## config.mk

```make
export PLATFORM = sky130hd
export DESIGN_NAME = srt_timer
export DESIGN_NICKNAME = d
export VERILOG_FILES = /design/src/srt_pkg.sv /design/src/srt_prescaler.sv /design/src/srt_counter.sv /design/src/srt_timer.sv
export SDC_FILE = /design/constraint.sdc
export NUM_CORES = 1
export LEC_CHECK = 0
export BUFFER_PORTS_ARGS = -buffer_cell sky130_fd_sc_hd__buf_4
export CORE_UTILIZATION = 44
export CTS_CLUSTER_SIZE = 20
export DETAILED_ROUTE_END_ITERATION = 8
export GPL_ROUTABILITY_DRIVEN = 0
export PLACE_DENSITY = 0.67
export SLEW_MARGIN = 10
export SYNTH_ARGS = -nofsm -noshare
export SYNTH_HDL_FRONTEND = slang
export SYNTH_HIERARCHICAL = 1
export SYNTH_SLANG_ARGS = --single-unit
```

## constraint.sdc

```tcl
create_clock -name pclk -period 2.6 [get_ports pclk]
set_clock_uncertainty 0.2 [all_clocks]
set_input_delay 0.26 -clock pclk [delete_from_list [all_inputs] [get_ports pclk]]
set_output_delay 0.26 -clock pclk [all_outputs]
set_load 0.03 [all_outputs]
```

## src/srt_pkg.sv

```systemverilog
package srt_pkg;

  // Bus geometry
  localparam int ADDR_W = 12;
  localparam int DATA_W = 32;

  // Register byte addresses
  localparam logic [11:0] OFF_PRESCALE = 12'h000;
  localparam logic [11:0] OFF_RELOAD = 12'h004;
  localparam logic [11:0] OFF_CTRL = 12'h008;
  localparam logic [11:0] OFF_COUNT = 12'h00C;
  localparam logic [11:0] OFF_IRQ_STATUS = 12'h010;
  localparam logic [11:0] OFF_IRQ_MASK = 12'h014;

  // Prescale field
  localparam int PRESC_W = 3;
  localparam logic [2:0] PRESC_RST = 3'h0;
  localparam logic [2:0] PRESC_CODE_MAX = 3'h5;
  localparam int PRESC_DIV_W = 5;

  // Reload register
  localparam int RELOAD_W = 16;
  localparam logic [15:0] RELOAD_RST = 16'hFFFF;

  // Control/status bit positions
  localparam int CTRL_RESTART = 0;
  localparam int CTRL_TC = 1;
  localparam int CTRL_IRQ_EN = 2;
  localparam int CTRL_WD_FLAG = 3;
  localparam int CTRL_FREEZE = 4;
  localparam int CTRL_W = 5;

  // Interrupt status bits
  localparam int IRQ_W = 2;
  localparam int IRQ_UNDERFLOW = 0;
  localparam int IRQ_RESTART_DONE = 1;
  localparam logic [1:0] IRQ_RST = 2'h0;

  localparam logic [31:0] READ_ZERO = 32'h0000_0000;

endpackage : srt_pkg

```

## src/srt_prescaler.sv

```systemverilog
module srt_prescaler #(
  parameter int DIV_W = 5
) (
  input wire logic pclk,
  input wire logic presetn,
  input wire logic slow_clk,
  input wire logic [srt_pkg::PRESC_W-1:0] prescale_select,
  output logic prescaled_tick
);
  import srt_pkg::*;

  if (DIV_W < 5) begin : g_bad_div
    $error("srt_prescaler: DIV_W too small for divide by 32");
  end

  logic slow_q;
  logic [DIV_W-1:0] div_cnt;
  logic next_slow_q;
  logic [DIV_W-1:0] next_div_cnt;
  logic next_tick;
  logic slow_rise;
  logic [DIV_W-1:0] sel_mask;

  // Low bits that must be all ones for the selected divisor
  function automatic logic [DIV_W-1:0] div_mask(input logic [PRESC_W-1:0] sel);
    logic [DIV_W-1:0] m;
    m = '0;
    for (int i = 0; i < DIV_W; i++) begin
      m[i] = (i < int'(sel));
    end
    return m;
  endfunction : div_mask

  always_comb begin
    next_slow_q = slow_clk;
    slow_rise = slow_clk & ~slow_q;
    sel_mask = div_mask(prescale_select);
    next_div_cnt = slow_rise ? div_cnt + 1'b1 : div_cnt;
    next_tick = slow_rise && ((div_cnt & sel_mask) == sel_mask);
  end

  always_ff @(posedge pclk or negedge presetn) begin
    if (!presetn) begin
      slow_q <= 1'b0;
      div_cnt <= '0;
      prescaled_tick <= 1'b0;
    end else begin
      slow_q <= next_slow_q;
      div_cnt <= next_div_cnt;
      prescaled_tick <= next_tick;
    end
  end

endmodule : srt_prescaler

```

## src/srt_counter.sv

```systemverilog
module srt_counter #(
  parameter int CNT_W = 16
) (
  input wire logic pclk,
  input wire logic presetn,
  input wire logic tick,
  input wire logic restart,
  input wire logic [CNT_W-1:0] preset,
  output logic [CNT_W-1:0] count,
  output logic underflow_pulse,
  output logic zero_hit,
  output logic restart_done
);
  import srt_pkg::*;

  if (CNT_W < 2) begin : g_bad_cnt
    $error("srt_counter: CNT_W must be at least 2");
  end

  logic [CNT_W-1:0] next_count;
  logic next_underflow;
  logic next_zero_hit;
  logic next_restart_done;
  logic at_one;
  logic at_zero;

  always_comb begin
    at_one = (count == CNT_W'(1));
    at_zero = (count == '0);
    next_count = count;
    next_underflow = underflow_pulse;
    next_zero_hit = 1'b0;
    next_restart_done = 1'b0;
    if (tick) begin
      next_underflow = 1'b0;
      if (restart) begin
        next_count = preset;
        next_restart_done = 1'b1;
      end else if (at_zero) begin
        next_count = preset;
      end else begin
        next_count = count - 1'b1;
        if (at_one) begin
          next_underflow = 1'b1;
          next_zero_hit = 1'b1;
        end
      end
    end
  end

  always_ff @(posedge pclk or negedge presetn) begin
    if (!presetn) begin
      count <= RELOAD_RST[CNT_W-1:0];
      underflow_pulse <= 1'b0;
      zero_hit <= 1'b0;
      restart_done <= 1'b0;
    end else begin
      count <= next_count;
      underflow_pulse <= next_underflow;
      zero_hit <= next_zero_hit;
      restart_done <= next_restart_done;
    end
  end

endmodule : srt_counter

```

## src/srt_timer.sv

```systemverilog
module srt_timer #(
  parameter int CNT_W = 16
) (
  input wire logic pclk,
  input wire logic presetn,
  input wire logic psel,
  input wire logic penable,
  input wire logic pwrite,
  input wire logic [srt_pkg::ADDR_W-1:0] paddr,
  input wire logic [srt_pkg::DATA_W-1:0] pwdata,
  output logic [srt_pkg::DATA_W-1:0] prdata,
  output logic pready,
  output logic pslverr,
  input wire logic slow_clk,
  input wire logic debug_halt,
  output logic irq,
  output logic underflow_pulse,
  output logic prescaled_tick,
  output logic watchdog_event_flag
);
  import srt_pkg::*;

  if (CNT_W != RELOAD_W) begin : g_bad_width
    $error("srt_timer: CNT_W must match the reload register width");
  end

  if (CTRL_W > $bits(byte) || CTRL_FREEZE >= CTRL_W) begin : g_bad_ctrl
    $error("srt_timer: control bits must fit the byte-wide register");
  end

  if (PRESC_W > $bits(byte) || PRESC_DIV_W < int'(PRESC_CODE_MAX)) begin : g_bad_presc
    $error("srt_timer: prescale field must fit its byte and the divider");
  end

  if (IRQ_UNDERFLOW >= IRQ_W || IRQ_RESTART_DONE >= IRQ_W) begin : g_bad_irq
    $error("srt_timer: interrupt bits must lie inside the status register");
  end

  if ($bits(OFF_PRESCALE) != ADDR_W || DATA_W < CNT_W) begin : g_bad_bus
    $error("srt_timer: address or data width does not fit the register map");
  end

  ////////////////////////////////////////////////////////////////////////////
  // Declarations

  logic [PRESC_W-1:0] prescale_select;
  logic [RELOAD_W-1:0] timer_reload;
  logic restart;
  logic terminal_count_flag;
  logic timer_irq_enable;
  logic debug_freeze_enable;
  logic [IRQ_W-1:0] irq_status;
  logic [IRQ_W-1:0] irq_mask;

  logic [PRESC_W-1:0] next_prescale_select;
  logic [RELOAD_W-1:0] next_timer_reload;
  logic next_restart;
  logic next_terminal_count_flag;
  logic next_timer_irq_enable;
  logic next_debug_freeze_enable;
  logic next_watchdog_event_flag;
  logic [IRQ_W-1:0] next_irq_status;
  logic [IRQ_W-1:0] next_irq_mask;
  logic next_irq;

  logic [DATA_W-1:0] next_prdata;
  logic next_pready;
  logic next_pslverr;

  logic raw_tick;
  logic run_tick;
  logic frozen;
  logic [CNT_W-1:0] count;
  logic cnt_underflow;
  logic zero_hit;
  logic restart_done;

  logic setup;
  logic done;
  logic wr_done;
  logic rd_done;
  logic [IRQ_W-1:0] irq_set;

  // Register access strobes
  logic wr_prescale;
  logic wr_reload;
  logic wr_ctrl;
  logic wr_mask;
  logic rd_ctrl;
  logic rd_status;

  ////////////////////////////////////////////////////////////////////////////
  // Helpers

  // Address match against one register
  function automatic logic hit(input logic [ADDR_W-1:0] addr, input logic [11:0] off);
    return addr == off;
  endfunction : hit

  function automatic logic mapped(input logic [ADDR_W-1:0] addr);
    return hit(addr, OFF_PRESCALE) || hit(addr, OFF_RELOAD) || hit(addr, OFF_CTRL)
      || hit(addr, OFF_COUNT) || hit(addr, OFF_IRQ_STATUS) || hit(addr, OFF_IRQ_MASK);
  endfunction : mapped

  ////////////////////////////////////////////////////////////////////////////
  // Tick generation and counter

  srt_prescaler #(
    .DIV_W(PRESC_DIV_W)
  ) u_prescaler (
    .pclk(pclk),
    .presetn(presetn),
    .slow_clk(slow_clk),
    .prescale_select(prescale_select),
    .prescaled_tick(raw_tick)
  );

  // Counting halts while the debugger holds the core and freeze is enabled
  assign frozen = debug_freeze_enable & debug_halt;
  assign run_tick = raw_tick & ~frozen;

  srt_counter #(
    .CNT_W(CNT_W)
  ) u_counter (
    .pclk(pclk),
    .presetn(presetn),
    .tick(run_tick),
    .restart(restart),
    .preset(timer_reload),
    .count(count),
    .underflow_pulse(cnt_underflow),
    .zero_hit(zero_hit),
    .restart_done(restart_done)
  );

  ////////////////////////////////////////////////////////////////////////////
  // Bus phases

  // Answer one cycle after setup; the access phase then ends at once
  assign setup = psel & ~penable;
  assign done = psel & penable & pready;
  assign wr_done = done & pwrite & ~pslverr;
  assign rd_done = done & ~pwrite & ~pslverr;

  // One strobe per register side effect, all taken at the access edge
  assign wr_prescale = wr_done & hit(paddr, OFF_PRESCALE);
  assign wr_reload = wr_done & hit(paddr, OFF_RELOAD);
  assign wr_ctrl = wr_done & hit(paddr, OFF_CTRL);
  assign wr_mask = wr_done & hit(paddr, OFF_IRQ_MASK);
  assign rd_ctrl = rd_done & hit(paddr, OFF_CTRL);
  assign rd_status = rd_done & hit(paddr, OFF_IRQ_STATUS);

  always_comb begin
    next_pready = setup;
    next_pslverr = setup & ~mapped(paddr);
    next_prdata = READ_ZERO;
    if (setup && !pwrite) begin
      // Unmapped addresses read as zero
      case (paddr)
        OFF_PRESCALE: begin
          next_prdata[PRESC_W-1:0] = prescale_select;
        end
        OFF_RELOAD: begin
          next_prdata[RELOAD_W-1:0] = timer_reload;
        end
        OFF_CTRL: begin
          next_prdata[CTRL_RESTART] = restart;
          next_prdata[CTRL_TC] = terminal_count_flag;
          next_prdata[CTRL_IRQ_EN] = timer_irq_enable;
          next_prdata[CTRL_WD_FLAG] = watchdog_event_flag;
          next_prdata[CTRL_FREEZE] = debug_freeze_enable;
        end
        OFF_COUNT: begin
          next_prdata[CNT_W-1:0] = count;
        end
        OFF_IRQ_STATUS: begin
          next_prdata[IRQ_W-1:0] = irq_status;
        end
        OFF_IRQ_MASK: begin
          next_prdata[IRQ_W-1:0] = irq_mask;
        end
        default: begin
          next_prdata = READ_ZERO;
        end
      endcase
    end else if (done) begin
      // Hold read data over the access edge
      next_prdata = prdata;
    end
  end

  always_ff @(posedge pclk or negedge presetn) begin
    if (!presetn) begin
      prdata <= READ_ZERO;
      pready <= 1'b0;
      pslverr <= 1'b0;
    end else begin
      prdata <= next_prdata;
      pready <= next_pready;
      pslverr <= next_pslverr;
    end
  end

  ////////////////////////////////////////////////////////////////////////////
  // Configuration registers

  always_comb begin
    next_prescale_select = prescale_select;
    next_timer_reload = timer_reload;
    next_timer_irq_enable = timer_irq_enable;
    next_debug_freeze_enable = debug_freeze_enable;
    next_watchdog_event_flag = watchdog_event_flag;
    next_irq_mask = irq_mask;
    if (wr_prescale) begin
      if (pwdata[PRESC_W-1:0] <= PRESC_CODE_MAX) begin
        next_prescale_select = pwdata[PRESC_W-1:0];
      end
    end
    if (wr_reload) begin
      // Counter keeps running; the value is used at the next reload
      next_timer_reload = pwdata[RELOAD_W-1:0];
    end
    if (wr_ctrl) begin
      next_timer_irq_enable = pwdata[CTRL_IRQ_EN];
      next_debug_freeze_enable = pwdata[CTRL_FREEZE];
      next_watchdog_event_flag = pwdata[CTRL_WD_FLAG];
    end
    if (wr_mask) begin
      next_irq_mask = pwdata[IRQ_W-1:0];
    end
  end

  always_ff @(posedge pclk or negedge presetn) begin
    if (!presetn) begin
      prescale_select <= PRESC_RST;
      timer_reload <= RELOAD_RST;
      timer_irq_enable <= 1'b0;
      debug_freeze_enable <= 1'b0;
      watchdog_event_flag <= 1'b0;
      irq_mask <= IRQ_RST;
    end else begin
      prescale_select <= next_prescale_select;
      timer_reload <= next_timer_reload;
      timer_irq_enable <= next_timer_irq_enable;
      debug_freeze_enable <= next_debug_freeze_enable;
      watchdog_event_flag <= next_watchdog_event_flag;
      irq_mask <= next_irq_mask;
    end
  end

  ////////////////////////////////////////////////////////////////////////////
  // Restart request

  always_comb begin
    // Writing zero to the restart position has no effect
    next_restart = restart & ~restart_done;
    if (wr_ctrl && pwdata[CTRL_RESTART]) begin
      next_restart = 1'b1;
    end
  end

  always_ff @(posedge pclk or negedge presetn) begin
    if (!presetn) begin
      restart <= 1'b0;
    end else begin
      restart <= next_restart;
    end
  end

  ////////////////////////////////////////////////////////////////////////////
  // Terminal count flag

  always_comb begin
    // Clear only what the read reported, so a new zero is never lost
    next_terminal_count_flag = terminal_count_flag;
    if (rd_ctrl && !frozen) begin
      next_terminal_count_flag = terminal_count_flag & ~prdata[CTRL_TC];
    end
    if (zero_hit) begin
      next_terminal_count_flag = 1'b1;
    end
  end

  always_ff @(posedge pclk or negedge presetn) begin
    if (!presetn) begin
      terminal_count_flag <= 1'b0;
    end else begin
      terminal_count_flag <= next_terminal_count_flag;
    end
  end

  ////////////////////////////////////////////////////////////////////////////
  // Interrupt status, mask and output

  always_comb begin
    irq_set = '0;
    irq_set[IRQ_UNDERFLOW] = zero_hit & timer_irq_enable;
    irq_set[IRQ_RESTART_DONE] = restart_done;
    next_irq_status = irq_status;
    if (rd_status) begin
      next_irq_status = irq_status & ~prdata[IRQ_W-1:0];
    end
    next_irq_status = next_irq_status | irq_set;
    next_irq = |(next_irq_status & next_irq_mask);
  end

  always_ff @(posedge pclk or negedge presetn) begin
    if (!presetn) begin
      irq_status <= IRQ_RST;
      irq <= 1'b0;
    end else begin
      irq_status <= next_irq_status;
      irq <= next_irq;
    end
  end

  ////////////////////////////////////////////////////////////////////////////
  // Visible timer signals

  always_ff @(posedge pclk or negedge presetn) begin
    if (!presetn) begin
      underflow_pulse <= 1'b0;
      prescaled_tick <= 1'b0;
    end else begin
      underflow_pulse <= cnt_underflow;
      prescaled_tick <= raw_tick;
    end
  end

endmodule : srt_timer

```

==> results of run 1 <==
-- area by class of cell --
cell class,count,area share (%)
flip-flops and latches,75,39.5
multi-input cells,272,38.2
clock buffers,10,2.63
inverters,11,0.852
repair buffers,85,14.2
well taps,108,2.79
clock inverters,6,1.83
-- how the worst max path moves through the flow --
stage	slack [ps]	from	end
2_1_floorplan	460	u_counter/count[9]	u_counter/count[6]
3_3_place_gp	300	u_counter/count[9]	u_counter/count[6]
3_5_place_dp	290	u_counter/count[9]	u_counter/count[3]
4_1_cts	260	u_counter/count[9]	u_counter/count[3]
5_1_grt	170	u_counter/count[9]	u_counter/count[15]
6_report	260	u_counter/count[9]	u_counter/count[3]
-- metrics by stage --
| step | worst slack, ps | total power, µW | cell area (µm²) |
|---|---|---|---|
| final | 262 | 2600 | 4850 |
| after floorplan | 461 | 1510 | 4030 |
| after CTS | 260 | 2630 | 4850 |
| after global placement | 299 | 1600 | 4430 |
| after global routing | 167 | 2720 | 4850 |
| after detailed placement | 290 | 1600 | 4430 |
-- registers in the layout, indices dropped and copies added, names as in the netlist, 2 cells and up --
signal / flops
u_prescaler/div_cnt: 5
timer_reload: 16
u_counter/count: 16
irq_mask: 2
prescale_select: 3
prdata: 16
irq_status: 2
-- critical path: stages (launching register included) --
cell                      delay (ps)
sky130_fd_sc_hd__dfstp_2         400
sky130_fd_sc_hd__or4_1           590
sky130_fd_sc_hd__nor3_4          170
sky130_fd_sc_hd__a31o_1          330
sky130_fd_sc_hd__buf_4           240
sky130_fd_sc_hd__a21oi_1          50
sky130_fd_sc_hd__a211o_1         270
-- synth_stat cells, drive strengths merged, types with 2 or more instances --
| cell | instances |
|---|---|
| dfstp | 32 |
| o22a | 2 |
| dfrtp | 43 |
| or3 | 3 |
| nand2 | 50 |
| a22o | 3 |
| a21o | 3 |
| mux2 | 26 |
| ha | 4 |
| inv | 11 |
| nor3b | 3 |
| nor3 | 7 |
| o21ai | 17 |
| mux2i | 10 |
| nor4 | 11 |
| o211ai | 3 |
| nor2 | 15 |
| o22ai | 2 |
| nor2b | 4 |
| nand2b | 3 |
| a22oi | 21 |
| buf | 23 |
| xnor2 | 3 |
| o31ai | 2 |
| nand3 | 11 |
| nand3b | 4 |
| a211o | 3 |
| a221o | 3 |
| clkbuf | 10 |
| nand4 | 3 |
| or4 | 3 |
| a21oi | 6 |
| and4b | 2 |
| and3 | 6 |
| and2 | 6 |
-- power breakdown --
| group | switching (µW) | internal [µW] | total (µW) |
|---|---|---|---|
| clock network | 451 | 542 | 994 |
| logic | 165 | 144 | 309 |
| registers | 63.3 | 1240 | 1300 |
-- repair_timing --
item                       4_1_cts  5_1_grt
hold endpoints to repair        69        0
setup endpoints to repair        0        0
hold buffers                    20        0
-- metal layers --
| metal | vias up | global-route usage [%] | wire length (µm) |
|---|---|---|---|
| li1 | 1497 | - | - |
| met1 | 1525 | 27.1 | 4310 |
| met2 | 88 | 30.6 | 4000 |
| met3 | 8 | 3.47 | 366 |
| met4 | 0 | 6.31 | 108 |
| met5 | - | 0 | 0 |
-- logic make-up after synthesis --
group | count (synthesis)
AO/OA/AOI/OAI | 74
other | 1
multiplexers | 36
buffers and inverters | 44
adder cells (fa/ha/maj) | 4
flip-flops | 75
AND/OR/NAND/NOR | 138
XOR/XNOR | 4
==> out/summary.md, run 1 <==
* outcome: finished, final reports clean
* Synth Instances: 376
* reported max-cap violation count: 0
* Detailed Place HPWL: 6.15 mm
* cell accounting for the most synthesized area: sky130_fd_sc_hd__dfrtp_1
* sort of element at the start of the critical path: flip-flop
* worst reg2reg path startpoint: u_counter/count[9]
* Antenna Nets Post-Route: 0
* number of cells traversed by the worst hold path: 3
* data arrival at the endpoint of the critical path: 2410 ps
* number of top-level design ports: 89
* Chip Width: 97.0 µm
* cells resized by post-CTS repair: 0
* Final Instance Count excl. Fillers: 567
* Post-route DRC: 0
* router iterations before antenna repair: 5
* Fill cells: 775
* row cnt: 34
* worst reg2reg path endpoint: u_counter/count[3]
* remaining global-route overflow: 0
* clock root buffer: sky130_fd_sc_hd__clkbuf_8
* data required time at the worst endpoint: 2670 ps
* largest cells by area after synthesis: sky130_fd_sc_hd__dfrtp_1 (27%), sky130_fd_sc_hd__dfstp_2 (21%), sky130_fd_sc_hd__mux2_2 (7.4%)
* HP Class: input port to flip-flop
* fraction of the mapped netlist area in compound gates: 13.5%
* clock period minus worst slack: 2340 ps
* GRT Total Usage: 19.4%
* maximum vdd ir drop: 0.310 mV
* mean instance size in the synthesized netlist: 10.6 µm²
* post-synthesis adder-cell area fraction: 1.26%
* post-synthesis instance area: 0.00397 mm²
* Die Footprint: 0.00941 mm²
* number of buffers created by CTS: 9
* number of global-route vias before repair: 2987
* Slew Viols, Final: 0
* leakage component of the power: 0.00219 µW
* predominant post-synthesis flop cell: sky130_fd_sc_hd__dfrtp_1
* share of cell area taken by muxes after synthesis: 9.89%
* main combinational cell family by area after synthesis: simple AND/OR/NAND/NOR gates
* H-tree Lvls: 3
* RSZ-0062 raised after global routing: no
* buffers from clock root to sink, at most: 2
* initial standard-cell utilization of the core: 45.5%
* area growth from synthesis to final layout: 22.1%
* Final Setup Violations: 0
* crit-path max FO: 11
* share of synthesized flip-flops with an asynchronous set or reset: 100%
* share of the synthesized netlist area taken by xor and xnor gates: 0.882%
* first-pass GRT wire length: 14.8 mm
* endpoint type of the worst setup path: flip-flop
* worst setup path class: flip-flop to flip-flop
* Detailed Route Iter0 Violations: 155
* DP Cell Count: 531
* diodes inserted: 0
* fraction of layout instances using a drive strength above 1: 32.2%
* yosys warns: 6
* most frequent standard cell in the layout excluding fill and tap cells: sky130_fd_sc_hd__buf_4
* core region area: 0.00872 mm²
* worst-margin pin slew: 926 ps
* Slew headroom: 38.3%
* maximum number of pins on one net before global-route repair: 76
* Seq cells post-synth: 75
* antenna violations before repair: 0
* register-to-register setup slack: 260 ps
* TritonCTS Sinks: 75
* Via-to-Cell Ratio: 5.50
* Cell Pwr Density: 537 mW/mm²
* post-synth top area share: 27.1%
* simple-gate share of the synthesized area: 19.6%
* number of failing hold endpoints at the final stage: 0
* part of the Yosys area used for sequential elements: 48.3%
* final core utilization: 55.6%
* clock network latency to the later pin of the worst-skew pair: 350 ps
* hold wc startpoint: paddr[4]
* CTS tree: built
* count of vias placed by the detailed router: 3118
* Post-synth EDFFs: 0
* final worst-path cycle share: 89.9%
* setup TNS: 0 ps
* WL per Instance: 15.5 µm
* Post CTS Setup Buffer Count: 0
* worst-case hold slack: 30.5 ps
* clock transition at the register clock pins on the worst setup and hold paths after CTS: 80 ps
* total of buffers placed on input and output ports: 56
* Die Span Y: 97.0 µm
* total routed wirelength: 8.79 mm
* path depth of the worst reg2reg path: 6
* Sequential Area: 0.00192 mm²
* area of combinational cells with multiple inputs: 0.00185 mm²
* final layout net count: 509
* worst hold path endpoint: pslverr
* maximum clock rate: 428 MHz
* commonest cells after routing, fill and taps aside: sky130_fd_sc_hd__buf_4 (65), sky130_fd_sc_hd__nand2_1 (49), sky130_fd_sc_hd__dfrtp_1 (43), sky130_fd_sc_hd__dfstp_2 (32), sky130_fd_sc_hd__mux2_2 (26)
* Yosys cell types: 63
Power figures use the tool's default switching activity.
==> run 2, diff against run 1 <==
--- a/config.mk
+++ b/config.mk
@@ -5,12 +5,13 @@
 export SDC_FILE = /design/constraint.sdc
 export NUM_CORES = 1
 export LEC_CHECK = 0
+export ABC_AREA = 1
 export BUFFER_PORTS_ARGS = -buffer_cell sky130_fd_sc_hd__buf_4
 export CORE_UTILIZATION = 44
 export CTS_CLUSTER_SIZE = 20
 export DETAILED_ROUTE_END_ITERATION = 8
 export GPL_ROUTABILITY_DRIVEN = 0
-export PLACE_DENSITY = 0.67
+export PLACE_DENSITY = 0.66
 export SLEW_MARGIN = 10
 export SYNTH_ARGS = -nofsm -noshare
 export SYNTH_HDL_FRONTEND = slang
==> out/summary.md, run 2 <==
* Detailed Place HPWL: 7.51 mm, +22%
* row cnt: 35, +2.9%
* post-synth top area share: 24.8%, -2.3 points
* maximum clock rate: 484 MHz, +13%
* H-tree Lvls: 3, unchanged
* Antenna Nets Post-Route: 0, unchanged
* Detailed Route Iter0 Violations: 226, +46%
* worst hold path endpoint: pready
* final layout net count: 720, +41%
* count of vias placed by the detailed router: 3848, +23%
* Post-route DRC: 0, unchanged
* hold wc startpoint: psel
* diodes inserted: 0, unchanged
* buffers from clock root to sink, at most: 2, unchanged
* Chip Width: 101 µm, +4.5%
* largest cells by area after synthesis: sky130_fd_sc_hd__dfrtp_1 (25%), sky130_fd_sc_hd__dfstp_2 (19%), sky130_fd_sc_hd__nand2_1 (18%)
* maximum number of pins on one net before global-route repair: 66, -13%
* clock network latency to the later pin of the worst-skew pair: 350 ps, about the same
* worst-margin pin slew: 815 ps, -112 ps
* clock period minus worst slack: 2070 ps, -270 ps
* initial standard-cell utilization of the core: 46.2%, +0.63 points
* core region area: 0.00942 mm², +8.0%
* Yosys cell types: 36, -43%
* Seq cells post-synth: 75, unchanged
* WL per Instance: 12.9 µm, -17%
* path depth of the worst reg2reg path: 10, +4
* Via-to-Cell Ratio: 4.82, -12%
* number of buffers created by CTS: 9, unchanged
* yosys warns: 6, unchanged
* fraction of layout instances using a drive strength above 1: 21.2%, -11 points
* top-count cell post-synth: sky130_fd_sc_hd__nand2_1
* kind of cell adding the most delay to the critical path: simple AND/OR/NAND/NOR gates
* remaining global-route overflow: 0, unchanged
* clock transition at the register clock pins on the worst setup and hold paths after CTS: 80 ps, about the same
* commonest cells after routing, fill and taps aside: sky130_fd_sc_hd__nand2_1 (210), sky130_fd_sc_hd__inv_1 (71), sky130_fd_sc_hd__buf_4 (61), sky130_fd_sc_hd__nor2_1 (52), sky130_fd_sc_hd__nand3_1 (52)
* worst-path cell with the longest stage delay: sky130_fd_sc_hd__dlygate4sd3_1
* leakage component of the power: 0.00279 µW, +28%
* most instantiated cells after synthesis: sky130_fd_sc_hd__nand2_1 (210), sky130_fd_sc_hd__inv_1 (71), sky130_fd_sc_hd__nand3_1 (52), sky130_fd_sc_hd__nor2_1 (52), sky130_fd_sc_hd__dfrtp_1 (43)
* worst reg2reg path endpoint: u_counter/count[4]
* number of failing hold endpoints at the final stage: 0, unchanged
* Die Span Y: 101 µm, +4.5%
* Slew Viols, Final: 0, unchanged
* data required time at the worst endpoint: 2660 ps, about the same
* outcome: finished, final reports clean
* number of cells traversed by the worst hold path: 3, unchanged
* RSZ-0062 raised after global routing: no
* HP Class: input port to flip-flop
* Synth Instances: 589, +57%
* area growth from synthesis to final layout: 18.7%
* Slew headroom: 45.7%, +7.4 points
* source of the critical timing path: penable
* final worst-path cycle share: 79.5%, -10 points
* Crit path largest cell delay: 530 ps, -60 ps
* post-synthesis instance area: 0.00435 mm², +9.5%
* cell-by-cell listing of the critical path: dlygate4sd3_1 -> buf_4 -> nand3_1 -> nor3_4 -> nand2_2 -> nor2_1 -> a21oi_1
* CTS tree: built
* Post CTS Setup Buffer Count: 0, unchanged
* Cell Pwr Density: 633 mW/mm², +18%
* Final Setup Violations: 0, unchanged
* clock root buffer: sky130_fd_sc_hd__clkbuf_8
* TritonCTS Sinks: 75, unchanged
* maximum vdd ir drop: 0.340 mV, +9.5%
* router iterations before antenna repair: 5, unchanged
* count of buffering cells on the critical path with inverters included: 2, +1
* predominant post-synthesis flop cell: sky130_fd_sc_hd__dfrtp_1
* crit-path max FO: 30, +19
* antenna violations before repair: 0, unchanged
* endpoint type of the worst setup path: flip-flop
* total routed wirelength: 10.3 mm, +17%
* total of buffers placed on input and output ports: 56, unchanged
* Largest regs: prdata: 16 flops, timer_reload: 16 flops, u_counter/count: 16 flops
* reported max-cap violation count: 0, unchanged
* share of synthesized flip-flops with an asynchronous set or reset: 100%, unchanged
* most frequent standard cell in the layout excluding fill and tap cells: sky130_fd_sc_hd__nand2_1
* mean instance size in the synthesized netlist: 7.38 µm², -30%
* worst-case hold slack: 28.1 ps, -2.40 ps
* number of global-route vias before repair: 3669, +23%
* number of top-level design ports: 89, unchanged
* sort of element at the start of the critical path: input port
* cell accounting for the most synthesized area: sky130_fd_sc_hd__dfrtp_1
* data arrival at the endpoint of the critical path: 2130 ps, -280 ps
* register-to-register setup slack: 610 ps, +350 ps
* worst reg2reg path startpoint: u_counter/count[0]
* Die Footprint: 0.0103 mm², +9.2%
* part of the Yosys area used for sequential elements: 44.1%, -4.2 points
* Post-synth EDFFs: 0, unchanged
* GRT Total Usage: 22.1%, +2.7 points
* setup TNS: 0 ps, unchanged
* first-pass GRT wire length: 17.5 mm, +19%
* worst setup path class: input port to flip-flop
==> run 2: what timing repair did <==
action                                 4_1_cts  5_1_grt
endpoints found under the hold margin       60        0
gates resized for setup                      0        0
hold buffers                                16        0
==> run 2: power by group <==
group          internal [µW]  leakage [µW]  total [µW]  switching, µW
sequential              1380      0.000909        1570            197
clock                    347     0.0000787         808            461
combinational            331       0.00180         882            551
==> run 2: worst max path at each step <==
stage / cells past startpoint / endpoint / slack (ps)
5_1_grt: 7 / timer_reload[9] / 360
3_5_place_dp: 9 / prdata[9] / 610
3_3_place_gp: 7 / timer_reload[14] / 600
6_report: 7 / timer_reload[9] / 530
4_1_cts: 7 / timer_reload[9] / 550
2_1_floorplan: 10 / u_counter/count[6] / 890
==> run 2: cell families (layout without fill, tap and decap cells) <==
| group | count (synthesis) | in the layout | synth area share, % |
|---|---|---|---|
| fa+ha+maj | 4 | 4 | 1.15 |
| simple gates | 355 | 355 | 36.8 |
| buf+inv | 103 | 169 | 11.0 |
| other cells | 1 | 16 | 0.0863 |
| xor+xnor | 7 | 7 | 1.41 |
| compound gates | 44 | 44 | 5.47 |
| flops | 75 | 75 | 44.1 |
==> run 2: per-stage QoR <==
step	total power [µW]	instances	util [%]	instance area, µm²	setup WS [ps]
6_report	3260	799	54.8	5160	533
5_1_grt	3490	799	54.8	5160	357
4_1_cts	3280	799	54.8	5160	546
3_5_place_dp	2440	767	51.3	4830	612
3_3_place_gp	2420	767	51.3	4830	604
2_1_floorplan	2220	604	-	4400	893
==> run 2: worst reg2reg max path: cells and delay by family (launching register included) <==
| family | cells | cell delay, ps |
|---|---|---|
| fa+ha+maj | 1 | 230 |
| buf+inv | 3 | 440 |
| flops | 1 | 560 |
| simple gates | 6 | 500 |
==> run 2: area by class of cell <==
| cell class | instances | area (µm²) |
|---|---|---|
| Fill cell | 902 | 4260 |
| Clock inverter | 6 | 41.3 |
| Multi-Input combinational cell | 426 | 2010 |
| Clock buffer | 10 | 128 |
| Tap cell | 129 | 161 |
| Timing Repair Buffer | 77 | 618 |
| Sequential cell | 75 | 1920 |
| Inverter | 76 | 285 |
==> run 2: routing by layer <==
| layer | track usage, % | share of wire (%) |
|---|---|---|
| met5 | 0 | 0 |
| met1 | 32.3 | 50 |
| met3 | 3.73 | 4.2 |
| met2 | 34.2 | 44 |
| met4 | 5.46 | 1.1 |
